File: src/logic/hrx_pkg.sv
// package of constants and types for the hdlc receive unit
package hrx_pkg;
  // register offsets
  localparam logic [7:0] HRX_CFG_ADDR = 8'hC0;
  localparam logic [7:0] HRX_IRQ_CTRL_ADDR = 8'hC1;
  localparam logic [7:0] HRX_STATUS_ADDR = 8'hC2;
  localparam logic [7:0] HRX_DATA_ADDR = 8'hC3;
  localparam logic [7:0] HRX_FIRST_MATCH_ADDR = 8'hC4;
  localparam logic [7:0] HRX_SECOND_MATCH_ADDR = 8'hC5;
  // reset values
  localparam logic [7:0] HRX_IRQ_CTRL_RST = 8'h00;
  localparam logic [7:0] HRX_MATCH_RST = 8'hFF;
  localparam logic [3:0] HRX_CFG_RST = 4'h0;
  // field positions
  localparam int HRX_CFG_EN_BIT = 0;
  localparam int HRX_CFG_TR_BIT = 1;
  localparam int HRX_CFG_MM_BIT = 2;
  localparam int HRX_CFG_MEN_BIT = 3;
  localparam int HRX_IRQ_ALLOW_BIT = 7;
  // fifo geometry
  localparam int HRX_FIFO_DEPTH = 128;
  localparam int HRX_PTR_W = 7;
  localparam logic [7:0] HRX_FILL_ZERO_AS = 8'h80;
  // serial patterns and masks
  localparam logic [7:0] HRX_FLAG_PAT = 8'h7E;
  localparam logic [7:0] HRX_ABORT_PAT = 8'hFE;
  localparam logic [6:0] HRX_ONES7 = 7'h7F;
  localparam logic [7:0] HRX_ALL_ONES = 8'hFF;
  localparam logic [7:0] HRX_MASK_LOW2 = 8'hFC;
  localparam logic [7:0] HRX_MASK_NONE = 8'hFF;
  localparam logic [15:0] HRX_CRC_INIT = 16'hFFFF;
  localparam logic [15:0] HRX_CRC_GOOD = 16'hF0B8;
  localparam logic [15:0] HRX_CRC_POLY = 16'h8408;
  // byte status codes
  typedef enum logic [2:0] {
    HRX_BS_PLAIN = 3'h0,
    HRX_BS_LINK_UP = 3'h1,
    HRX_BS_LINK_DOWN = 3'h2,
    HRX_BS_RESERVED = 3'h3,
    HRX_BS_END_GOOD = 3'h4,
    HRX_BS_PARTIAL = 3'h5,
    HRX_BS_END_CRC = 3'h6,
    HRX_BS_END_CRC_PARTIAL = 3'h7
  } hrx_bs_t;
  // one fifo entry: status code plus data
  typedef struct packed {
    hrx_bs_t code;
    logic [7:0] data;
  } hrx_entry_t;
endpackage : hrx_pkg

File: src/logic/hrx_wr_if.sv
// write channel between the receiver and the fifo
`timescale 1ns/1ns
`default_nettype none
interface hrx_wr_if;
  import hrx_pkg::*;
  logic push;
  hrx_entry_t entry;
  logic overrun;
  modport src (output push, output entry, input overrun);
  modport dst (input push, input entry, output overrun);
endinterface : hrx_wr_if
`default_nettype wire

File: src/logic/hrx_fifo.sv
// 128 entry receive fifo with overrun detect
`timescale 1ns/1ns
`default_nettype none
module hrx_fifo (
  input wire logic clk,
  input wire logic rst_b,
  input wire logic flush,
  hrx_wr_if.dst wr,
  input wire logic pop,
  output var hrx_pkg::hrx_entry_t head,
  output logic empty,
  output logic [7:0] level
);
  import hrx_pkg::*;
  hrx_entry_t mem [HRX_FIFO_DEPTH];
  logic [HRX_PTR_W-1:0] wr_ptr;
  logic [HRX_PTR_W-1:0] rd_ptr;
  logic [7:0] count;
  wire full = (count == 8'(HRX_FIFO_DEPTH));
  wire do_pop = pop && (count != 8'h00);
  wire do_push = wr.push && !full;
  assign wr.overrun = wr.push && full;
  assign head = mem[rd_ptr];
  assign empty = (count == 8'h00);
  assign level = count;
  // pointers and occupancy
  always_ff @(posedge clk or negedge rst_b) begin
    if (!rst_b) begin
      wr_ptr <= '0;
      rd_ptr <= '0;
      count <= 8'h00;
    end else if (flush) begin
      wr_ptr <= '0;
      rd_ptr <= '0;
      count <= 8'h00;
    end else begin
      if (do_push) wr_ptr <= wr_ptr + 7'h01;
      if (do_pop) rd_ptr <= rd_ptr + 7'h01;
      count <= count + {7'h00, do_push} - {7'h00, do_pop};
    end
  end
  // storage
  always_ff @(posedge clk) begin
    if (do_push && !flush) mem[wr_ptr] <= wr.entry;
  end
endmodule : hrx_fifo
`default_nettype wire

File: src/logic/hrx_top.sv
// hdlc receive unit: deframer, address filter, fifo and registers
//
// Implementation choice: the strobed register port.
`timescale 1ns/1ns
`default_nettype none
module hrx_top (
  input wire logic clk,
  input wire logic rst_b,
  input wire logic [7:0] addr,
  input wire logic [7:0] wdata,
  input wire logic wr_stb,
  input wire logic rd_stb,
  output logic [7:0] rdata,
  input wire logic rx_bit_clk,
  input wire logic rx_data,
  output logic irq_out_n
);
  import hrx_pkg::*;

  //////////////////////////////////////////////////////////////////////
  // functions
  function automatic logic addr_hit(input logic [7:0] rx, input logic [7:0] ref_b, input logic [7:0] msk);
    addr_hit = ((rx & msk) == (ref_b & msk));
  endfunction
  function automatic logic [15:0] crc_step(input logic [15:0] c, input logic b);
    crc_step = (c[0] ^ b) ? ((c >> 1) ^ HRX_CRC_POLY) : (c >> 1);
  endfunction
  // whole byte, lsb first; taken only as bytes complete so flag bits stay out
  function automatic logic [15:0] crc_byte(input logic [15:0] c, input logic [7:0] b);
    logic [15:0] acc;
    acc = c;
    for (int i = 0; i < $bits(b); i++) acc = crc_step(acc, b[i]);
    crc_byte = acc;
  endfunction

  //////////////////////////////////////////////////////////////////////
  // pin synchronisers
  logic clk_s1, clk_s2, clk_s3, dat_s1, dat_s2;
  always_ff @(posedge clk or negedge rst_b) begin
    if (!rst_b) begin
      clk_s1 <= 1'b0;
      clk_s2 <= 1'b0;
      clk_s3 <= 1'b0;
      dat_s1 <= 1'b0;
      dat_s2 <= 1'b0;
    end else begin
      clk_s1 <= rx_bit_clk;
      clk_s2 <= clk_s1;
      clk_s3 <= clk_s2;
      dat_s1 <= rx_data;
      dat_s2 <= dat_s1;
    end
  end
  wire bit_take = clk_s2 && !clk_s3;

  //////////////////////////////////////////////////////////////////////
  // registers
  logic [3:0] cfg;
  logic [7:0] irq_ctrl;
  logic [7:0] first_match_byte;
  logic [7:0] second_match_byte;
  logic overflow_flag, link_change_flag, packet_done_flag, fill_hit;
  hrx_bs_t byte_status_code;
  wire rx_enable = cfg[HRX_CFG_EN_BIT];
  wire address_mask_mode = cfg[HRX_CFG_MM_BIT];
  wire address_filter_on = cfg[HRX_CFG_MEN_BIT];
  wire irq_allow = irq_ctrl[HRX_IRQ_ALLOW_BIT];
  wire [7:0] irq_fill_threshold = (irq_ctrl[6:0] == 7'h00) ? HRX_FILL_ZERO_AS : {1'b0, irq_ctrl[6:0]};
  wire wr_cfg = wr_stb && (addr == HRX_CFG_ADDR);
  wire status_rd = rd_stb && (addr == HRX_STATUS_ADDR);
  wire data_rd = rd_stb && (addr == HRX_DATA_ADDR);
  wire terminate = wr_cfg && wdata[HRX_CFG_TR_BIT];
  // receiver and fifo held in reset while disabled, terminated or overflowed
  wire rx_hold = !rx_enable || terminate || overflow_flag;

  // config writes; terminate bit self clears
  always_ff @(posedge clk or negedge rst_b) begin
    if (!rst_b) begin
      cfg <= HRX_CFG_RST;
      irq_ctrl <= HRX_IRQ_CTRL_RST;
      first_match_byte <= HRX_MATCH_RST;
      second_match_byte <= HRX_MATCH_RST;
    end else begin
      if (wr_cfg) cfg <= {wdata[3:2], 1'b0, wdata[0]};
      if (wr_stb && addr == HRX_IRQ_CTRL_ADDR) irq_ctrl <= wdata;
      if (wr_stb && addr == HRX_FIRST_MATCH_ADDR) first_match_byte <= wdata;
      if (wr_stb && addr == HRX_SECOND_MATCH_ADDR) second_match_byte <= wdata;
    end
  end

  //////////////////////////////////////////////////////////////////////
  // deframer
  typedef enum logic [2:0] {
    HRX_HUNT = 3'b001,
    HRX_FIRST = 3'b010,
    HRX_BODY = 3'b100
  } hrx_state_t;
  hrx_state_t state;
  logic [7:0] shift;
  logic [7:0] dshift; // data bits only, stuffed zeros left out
  logic [2:0] ones;
  logic [2:0] bit_cnt;
  logic [7:0] hold_byte;
  logic hold_valid, link_up, keep_pkt;
  logic [15:0] crc;
  wire [7:0] next_shift = {dat_s2, shift[7:1]};
  wire is_flag = bit_take && (next_shift == HRX_FLAG_PAT);
  wire is_abort = bit_take && (next_shift[7:1] == HRX_ONES7) && shift[7] == 1'b1 && next_shift == HRX_ABORT_PAT;
  wire stuffed = bit_take && !dat_s2 && (ones == 3'h5);
  wire data_bit = bit_take && !stuffed && !is_flag && !is_abort && (state != HRX_HUNT);
  wire byte_done = data_bit && (bit_cnt == 3'h7);
  wire [7:0] rx_byte = {dat_s2, dshift[7:1]};
  wire [7:0] match_mask = address_mask_mode ? HRX_MASK_LOW2 : HRX_MASK_NONE;
  wire addr_ok = !address_filter_on || addr_hit(rx_byte, first_match_byte, match_mask)
    || addr_hit(rx_byte, second_match_byte, match_mask) || addr_hit(rx_byte, HRX_ALL_ONES, match_mask);
  wire crc_bad = (crc != HRX_CRC_GOOD);
  // the closing flag's first seven bits were counted as data, so whole bytes leave 7
  wire partial = (bit_cnt != 3'h7);
  wire pkt_end = is_flag && (state == HRX_BODY) && keep_pkt && hold_valid;
  wire [2:0] end_code = {1'b1, crc_bad, partial};

  // fifo write channel
  hrx_wr_if wr ();
  hrx_entry_t head;
  logic fifo_empty;
  logic [7:0] fifo_level;
  always_comb begin
    wr.push = 1'b0;
    wr.entry = '{code: HRX_BS_PLAIN, data: hold_byte};
    if (rx_hold) begin
      wr.push = 1'b0;
    end else if (is_flag && !link_up) begin
      wr.push = 1'b1;
      wr.entry = '{code: HRX_BS_LINK_UP, data: HRX_FLAG_PAT};
    end else if (is_abort && link_up) begin
      wr.push = 1'b1;
      wr.entry = '{code: HRX_BS_LINK_DOWN, data: HRX_ABORT_PAT};
    end else if (pkt_end) begin
      wr.push = 1'b1;
      wr.entry = '{code: hrx_bs_t'(end_code), data: hold_byte};
    end else if (byte_done && hold_valid && keep_pkt) begin
      wr.push = 1'b1;
    end
  end

  // deframer state, crc and held byte
  always_ff @(posedge clk or negedge rst_b) begin
    if (!rst_b) begin
      state <= HRX_HUNT;
      shift <= 8'h00;
      ones <= 3'h0;
      bit_cnt <= 3'h0;
      hold_byte <= 8'h00;
      hold_valid <= 1'b0;
      link_up <= 1'b0;
      keep_pkt <= 1'b0;
      dshift <= 8'h00;
      crc <= HRX_CRC_INIT;
    end else if (rx_hold) begin
      state <= HRX_HUNT;
      shift <= 8'h00;
      ones <= 3'h0;
      bit_cnt <= 3'h0;
      hold_valid <= 1'b0;
      link_up <= 1'b0;
      keep_pkt <= 1'b0;
      dshift <= 8'h00;
      crc <= HRX_CRC_INIT;
    end else if (bit_take) begin
      shift <= next_shift;
      ones <= dat_s2 ? ((ones == 3'h7) ? ones : ones + 3'h1) : 3'h0;
      if (is_flag) begin
        state <= HRX_FIRST;
        link_up <= 1'b1;
        bit_cnt <= 3'h0;
        hold_valid <= 1'b0;
        crc <= HRX_CRC_INIT;
      end else if (is_abort) begin
        state <= HRX_HUNT;
        link_up <= 1'b0;
        hold_valid <= 1'b0;
      end else if (data_bit) begin
        bit_cnt <= bit_cnt + 3'h1;
        dshift <= rx_byte;
        if (byte_done) begin
          hold_byte <= rx_byte;
          crc <= crc_byte(crc, rx_byte);
          hold_valid <= 1'b1;
          state <= HRX_BODY;
          if (state == HRX_FIRST) keep_pkt <= addr_ok;
        end
      end
    end
  end

  //////////////////////////////////////////////////////////////////////
  // fifo
  hrx_fifo u_fifo (
    .clk(clk),
    .rst_b(rst_b),
    .flush(rx_hold),
    .wr(wr),
    .pop(data_rd),
    .head(head),
    .empty(fifo_empty),
    .level(fifo_level)
  );

  //////////////////////////////////////////////////////////////////////
  // status flags; a set in the read cycle wins over the clear
  wire fill_now = wr.push && !wr.overrun && (fifo_level + 8'h01 == irq_fill_threshold);
  always_ff @(posedge clk or negedge rst_b) begin
    if (!rst_b) begin
      overflow_flag <= 1'b0;
      link_change_flag <= 1'b0;
      packet_done_flag <= 1'b0;
      fill_hit <= 1'b0;
      byte_status_code <= HRX_BS_PLAIN;
    end else begin
      if (wr.overrun && !rx_hold) overflow_flag <= 1'b1;
      else if (status_rd) overflow_flag <= 1'b0;
      if (!rx_enable || overflow_flag) link_change_flag <= 1'b0;
      else if (wr.push && (wr.entry.code == HRX_BS_LINK_UP || wr.entry.code == HRX_BS_LINK_DOWN))
        link_change_flag <= 1'b1;
      else if (status_rd) link_change_flag <= 1'b0;
      if (rx_hold) packet_done_flag <= 1'b0;
      else if (pkt_end) packet_done_flag <= 1'b1;
      else if (status_rd) packet_done_flag <= 1'b0;
      if (rx_hold) fill_hit <= 1'b0;
      else if (fill_now) fill_hit <= 1'b1;
      else if (status_rd) fill_hit <= 1'b0;
      if (data_rd && !fifo_empty) byte_status_code <= head.code;
    end
  end

  wire irq_pending = overflow_flag || link_change_flag || packet_done_flag || fill_hit;
  assign irq_out_n = !(irq_pending && irq_allow);

  //////////////////////////////////////////////////////////////////////
  // read data, one cycle after the strobe
  logic [7:0] next_rdata;
  always_comb begin
    next_rdata = 8'h00;
    unique case (addr)
      HRX_CFG_ADDR: next_rdata = {4'h0, cfg};
      HRX_IRQ_CTRL_ADDR: next_rdata = irq_ctrl;
      HRX_STATUS_ADDR: next_rdata = {fifo_empty, overflow_flag, link_change_flag, packet_done_flag,
        byte_status_code, irq_pending};
      HRX_DATA_ADDR: next_rdata = head.data;
      HRX_FIRST_MATCH_ADDR: next_rdata = first_match_byte;
      HRX_SECOND_MATCH_ADDR: next_rdata = second_match_byte;
      default: next_rdata = 8'h00;
    endcase
  end
  always_ff @(posedge clk or negedge rst_b) begin
    if (!rst_b) rdata <= 8'h00;
    else if (rd_stb) rdata <= next_rdata;
    else rdata <= 8'h00;
  end
endmodule : hrx_top
`default_nettype wire

File: config.mk
export PLATFORM = sky130hd
export DESIGN_NAME = hrx_top
export DESIGN_NICKNAME = d
export VERILOG_FILES = /design/src/logic/hrx_pkg.sv /design/src/logic/hrx_wr_if.sv /design/src/logic/hrx_fifo.sv /design/src/logic/hrx_top.sv
export SDC_FILE = /design/constraint.sdc
export NUM_CORES = 2
export LEC_CHECK = 0
export ABC_CLOCK_PERIOD_IN_PS = 5050
export BUFFER_PORTS_ARGS = -buffer_cell sky130_fd_sc_hd__buf_4
export CAP_MARGIN = 40
export CORE_MARGIN = 5
export CORE_UTILIZATION = 40
export CTS_CLUSTER_SIZE = 14
export DETAILED_ROUTE_END_ITERATION = 7
export PLACE_DENSITY = 0.67
export SYNTH_ARGS = -nofsm -noshare
export SYNTH_HDL_FRONTEND = slang
export SYNTH_SLANG_ARGS = --single-unit
File: constraint.sdc
create_clock -name clk -period 5.05 [get_ports clk]
set_clock_uncertainty 0.2 [all_clocks]
set_input_delay 0.7575 -clock clk [delete_from_list [all_inputs] [get_ports clk]]
set_output_delay 0.7575 -clock clk [all_outputs]
set_load 0.03 [all_outputs]
==> qor.yml <==
clock_tree:
  numCtsBuffers: 157
  post_cts_resized: 0
  post_cts_buffers: 0
  clkTransAtPathRegs_ps: 60
  cts_root_buffer: "clkbuf_16"
  clockBufferDepth: 3
  clock-sinks: 1526
  cts_tree: "built"
  h-tree-depth: 4
  clk_latency_ps: 800
worst_setup_path:
  crit_required_ps: 5260
  rrSetupSlack_ps: 590
  r2r_start: "clk_s3"
  worstSetupEndpointType: "register"
  start_kind: "register"
  worstReg2RegEnd: "u_fifo.mem[65][3]"
  arrival_ps: 4670
  crit_type: "reg2reg"
  worst-path-max-fanout: 13
  r2r_cells: 7
global_route:
  grt_max_degree: 85
  grt_pass1_vias: 31260
  grt_use_total_pct: 18.93
  antenna_found_initial: 2
  overflow: 0
  grt_pass1_wl_mm: 221.2
timing:
  worstMarginPinSlew_ps: 940.6
  slew_headroom_pct: 37.06
  min_period_over_period_pct: 88.37
  slew_viol_final: 0
  setup_violations: 0
  rsz0062_at_grt: "no"
  whs_ps: 60.19
  tns_ps: 0
  hold_viol_final: 0
  max_freq_mhz: 224.1
  fin_crit_ps: 4462
logic_synthesis:
  syn_inst: 3092
  synthArstFlopShare_pct: 7.733
  synth_edf_count: 1408
  synth.distinct_cells: 79
  syn_avg_cell_area_um2: 19.69
  synthesis.area_mm2: 0.06089
  synthesis.nets: 3141
  synth_seq_cells: 1526
  ys_warn_count: 0
  ys_seq_area_share_pct: 74.36
  ys.flop_type: "edfxtp_1"
drt:
  drcViolationCount: 0
  initialDrtViolationCount: 4009
  wirelength_mm: 151.8
  ant_nets: 0
  viasPerCell: 5.715
  wl_per_cell_um: 27.50
  dr_total_vias: 31540
  firstDrtPassIters: 6
min_path:
  min_delay_path_depth: 2
  worstHoldStart: "wdata[0]"
  hold_class: "in2reg"
  min_to: "irq_ctrl[0]"
floorplan:
  rows: 143
  core_area_mm2: 0.1517
  die_w_um: 400.2
  die_y_um: 400.2
  io_pins: 31
  start_util_pct: 40.13
  dieArea_mm2: 0.1601
outcome:
  status: "finished, final reports clean"
power:
  power_leakage_nw: 24.00
  p_per_area_mw_per_mm2: 357.7
  vdd_drop_max_mv: 0.2668
  finalPower_mw: 25.04
layout:
  most-common-layout-cells: "1408 x edfxtp_1, 312 x mux4_2, 242 x buf_4"
  final_nets: 3407
  final_common_cell: "edfxtp_1"
  drive_above_1_share_pct: 26.10
  area_delta_synth_final_pct: 14.96
place:
  gp_congestion: 0.9003
  portBuffers: 30
  dp_hpwl_mm: 95.69
run:
  drv_cap: 0
[synth_stat cells (21+ instances only)]
cell type	n	share of area (%)
dfstp_2	33	1.4
clkbuf_1	59	0.36
o21ai_0	41	0.34
xor2_1	26	0.37
nor3_1	21	0.17
a221oi_1	21	0.30
mux2i_1	160	2.6
edfxtp_1	1408	69
ha_1	26	0.53
nand3_1	21	0.17
o221ai_1	24	0.35
nor2_1	201	1.2
mux2_2	37	0.68
a211oi_1	23	0.28
dfrtp_1	85	3.5
xnor2_1	40	0.58
a22oi_1	28	0.35
a21oi_1	95	0.78
o22ai_1	22	0.23
mux4_2	312	12
nand2_1	103	0.63
buf_2	48	0.39
[per-stage QoR]
stage,area [µm²],worst slack (ps),utilization [%],instances
after global placement,64600,364.0,42.58,5190
after floorplan,60890,432.3,-,3092
after CTS,69970,671.4,46.12,5514
after global routing,70000,389.7,46.13,5517
final,70000,587.5,46.13,5518
after detailed placement,64900,665.4,42.77,5218
[critical path, stage by stage, from the launching register on]
cell and delay [ps]:
dfrtp_1 370, nand2b_1 360, nor4_2 590, o211a_1 250, o21a_1 340, nor3b_4 420
nand3b_2 620, nor2_1 930
[how the worst max path moves through the flow]
stage             from            endpoint  slack (ps)  cells after the start
2_1_floorplan  addr[4]    u_fifo.mem[0][7]         430                      6
3_3_place_gp    clk_s3   u_fifo.mem[62][5]         360                      7
3_5_place_dp    clk_s3  u_fifo.mem[49][10]         670                      7
4_1_cts         clk_s3  u_fifo.mem[107][7]         670                      9
5_1_grt         clk_s3  u_fifo.mem[97][10]         390                      7
6_report        clk_s3   u_fifo.mem[65][3]         590                      7
[metal layers]
| layer | part of all wire [%] | track usage [%] | vias up |
|---|---|---|---|
| met4 | 2.9 | 5.779 | 0 |
| met2 | 46 | 28.84 | 1644 |
| met3 | 10 | 4.601 | 246 |
| met1 | 41 | 27.17 | 16480 |
| met5 | 0 | 0 | - |
| li1 | - | - | 13170 |
[area by class of cell]
type	instances	area, µm²
fill	12630	81730
sequential	1526	45290
multi-input combinational	1378	14610
clock buffer	210	4220
tap	2030	2540
timing repair buffer	280	2504
clock inverter	78	777.0
inverter	15	61.31
antenna	1	2.502
[timing repair]
| action | in CTS | in global routing |
|---|---|---|
| endpoints found under the hold margin | 29 | 0 |
| setup endpoints to repair | 0 | 0 |
| hold buffers | 8 | 0 |
[cells by family after synthesis]
group	Yosys count	share of synthesized area (%)
adder cells (fa/ha/maj)	27	0.5672
AO/OA/AOI/OAI	319	3.493
AND/OR/NAND/NOR	443	3.378
buffers and inverters	188	1.796
XOR/XNOR	66	0.9494
flip-flops	1526	74.36
multiplexers	523	15.46
[sequential cells by signal, indices dropped and copies added, names as in the netlist, 7 cells and up]
register,cells
u_fifo.wr_ptr,7
second_match_byte,8
u_fifo.rd_ptr,7
shift,7
u_fifo.level,8
first_match_byte,8
rdata,8
dshift,7
crc,16
irq_ctrl,8
hold_byte,8
u_fifo.mem,1408
[power breakdown]
| part | internal (mW) | switching [mW] |
|---|---|---|
| Combinational | 0.0476 | 0.0714 |
| Clock | 6.48 | 4.81 |
| Sequential | 13.6 | 0.0175 |
No activity file was read; power rests on OpenSTA's default activity.
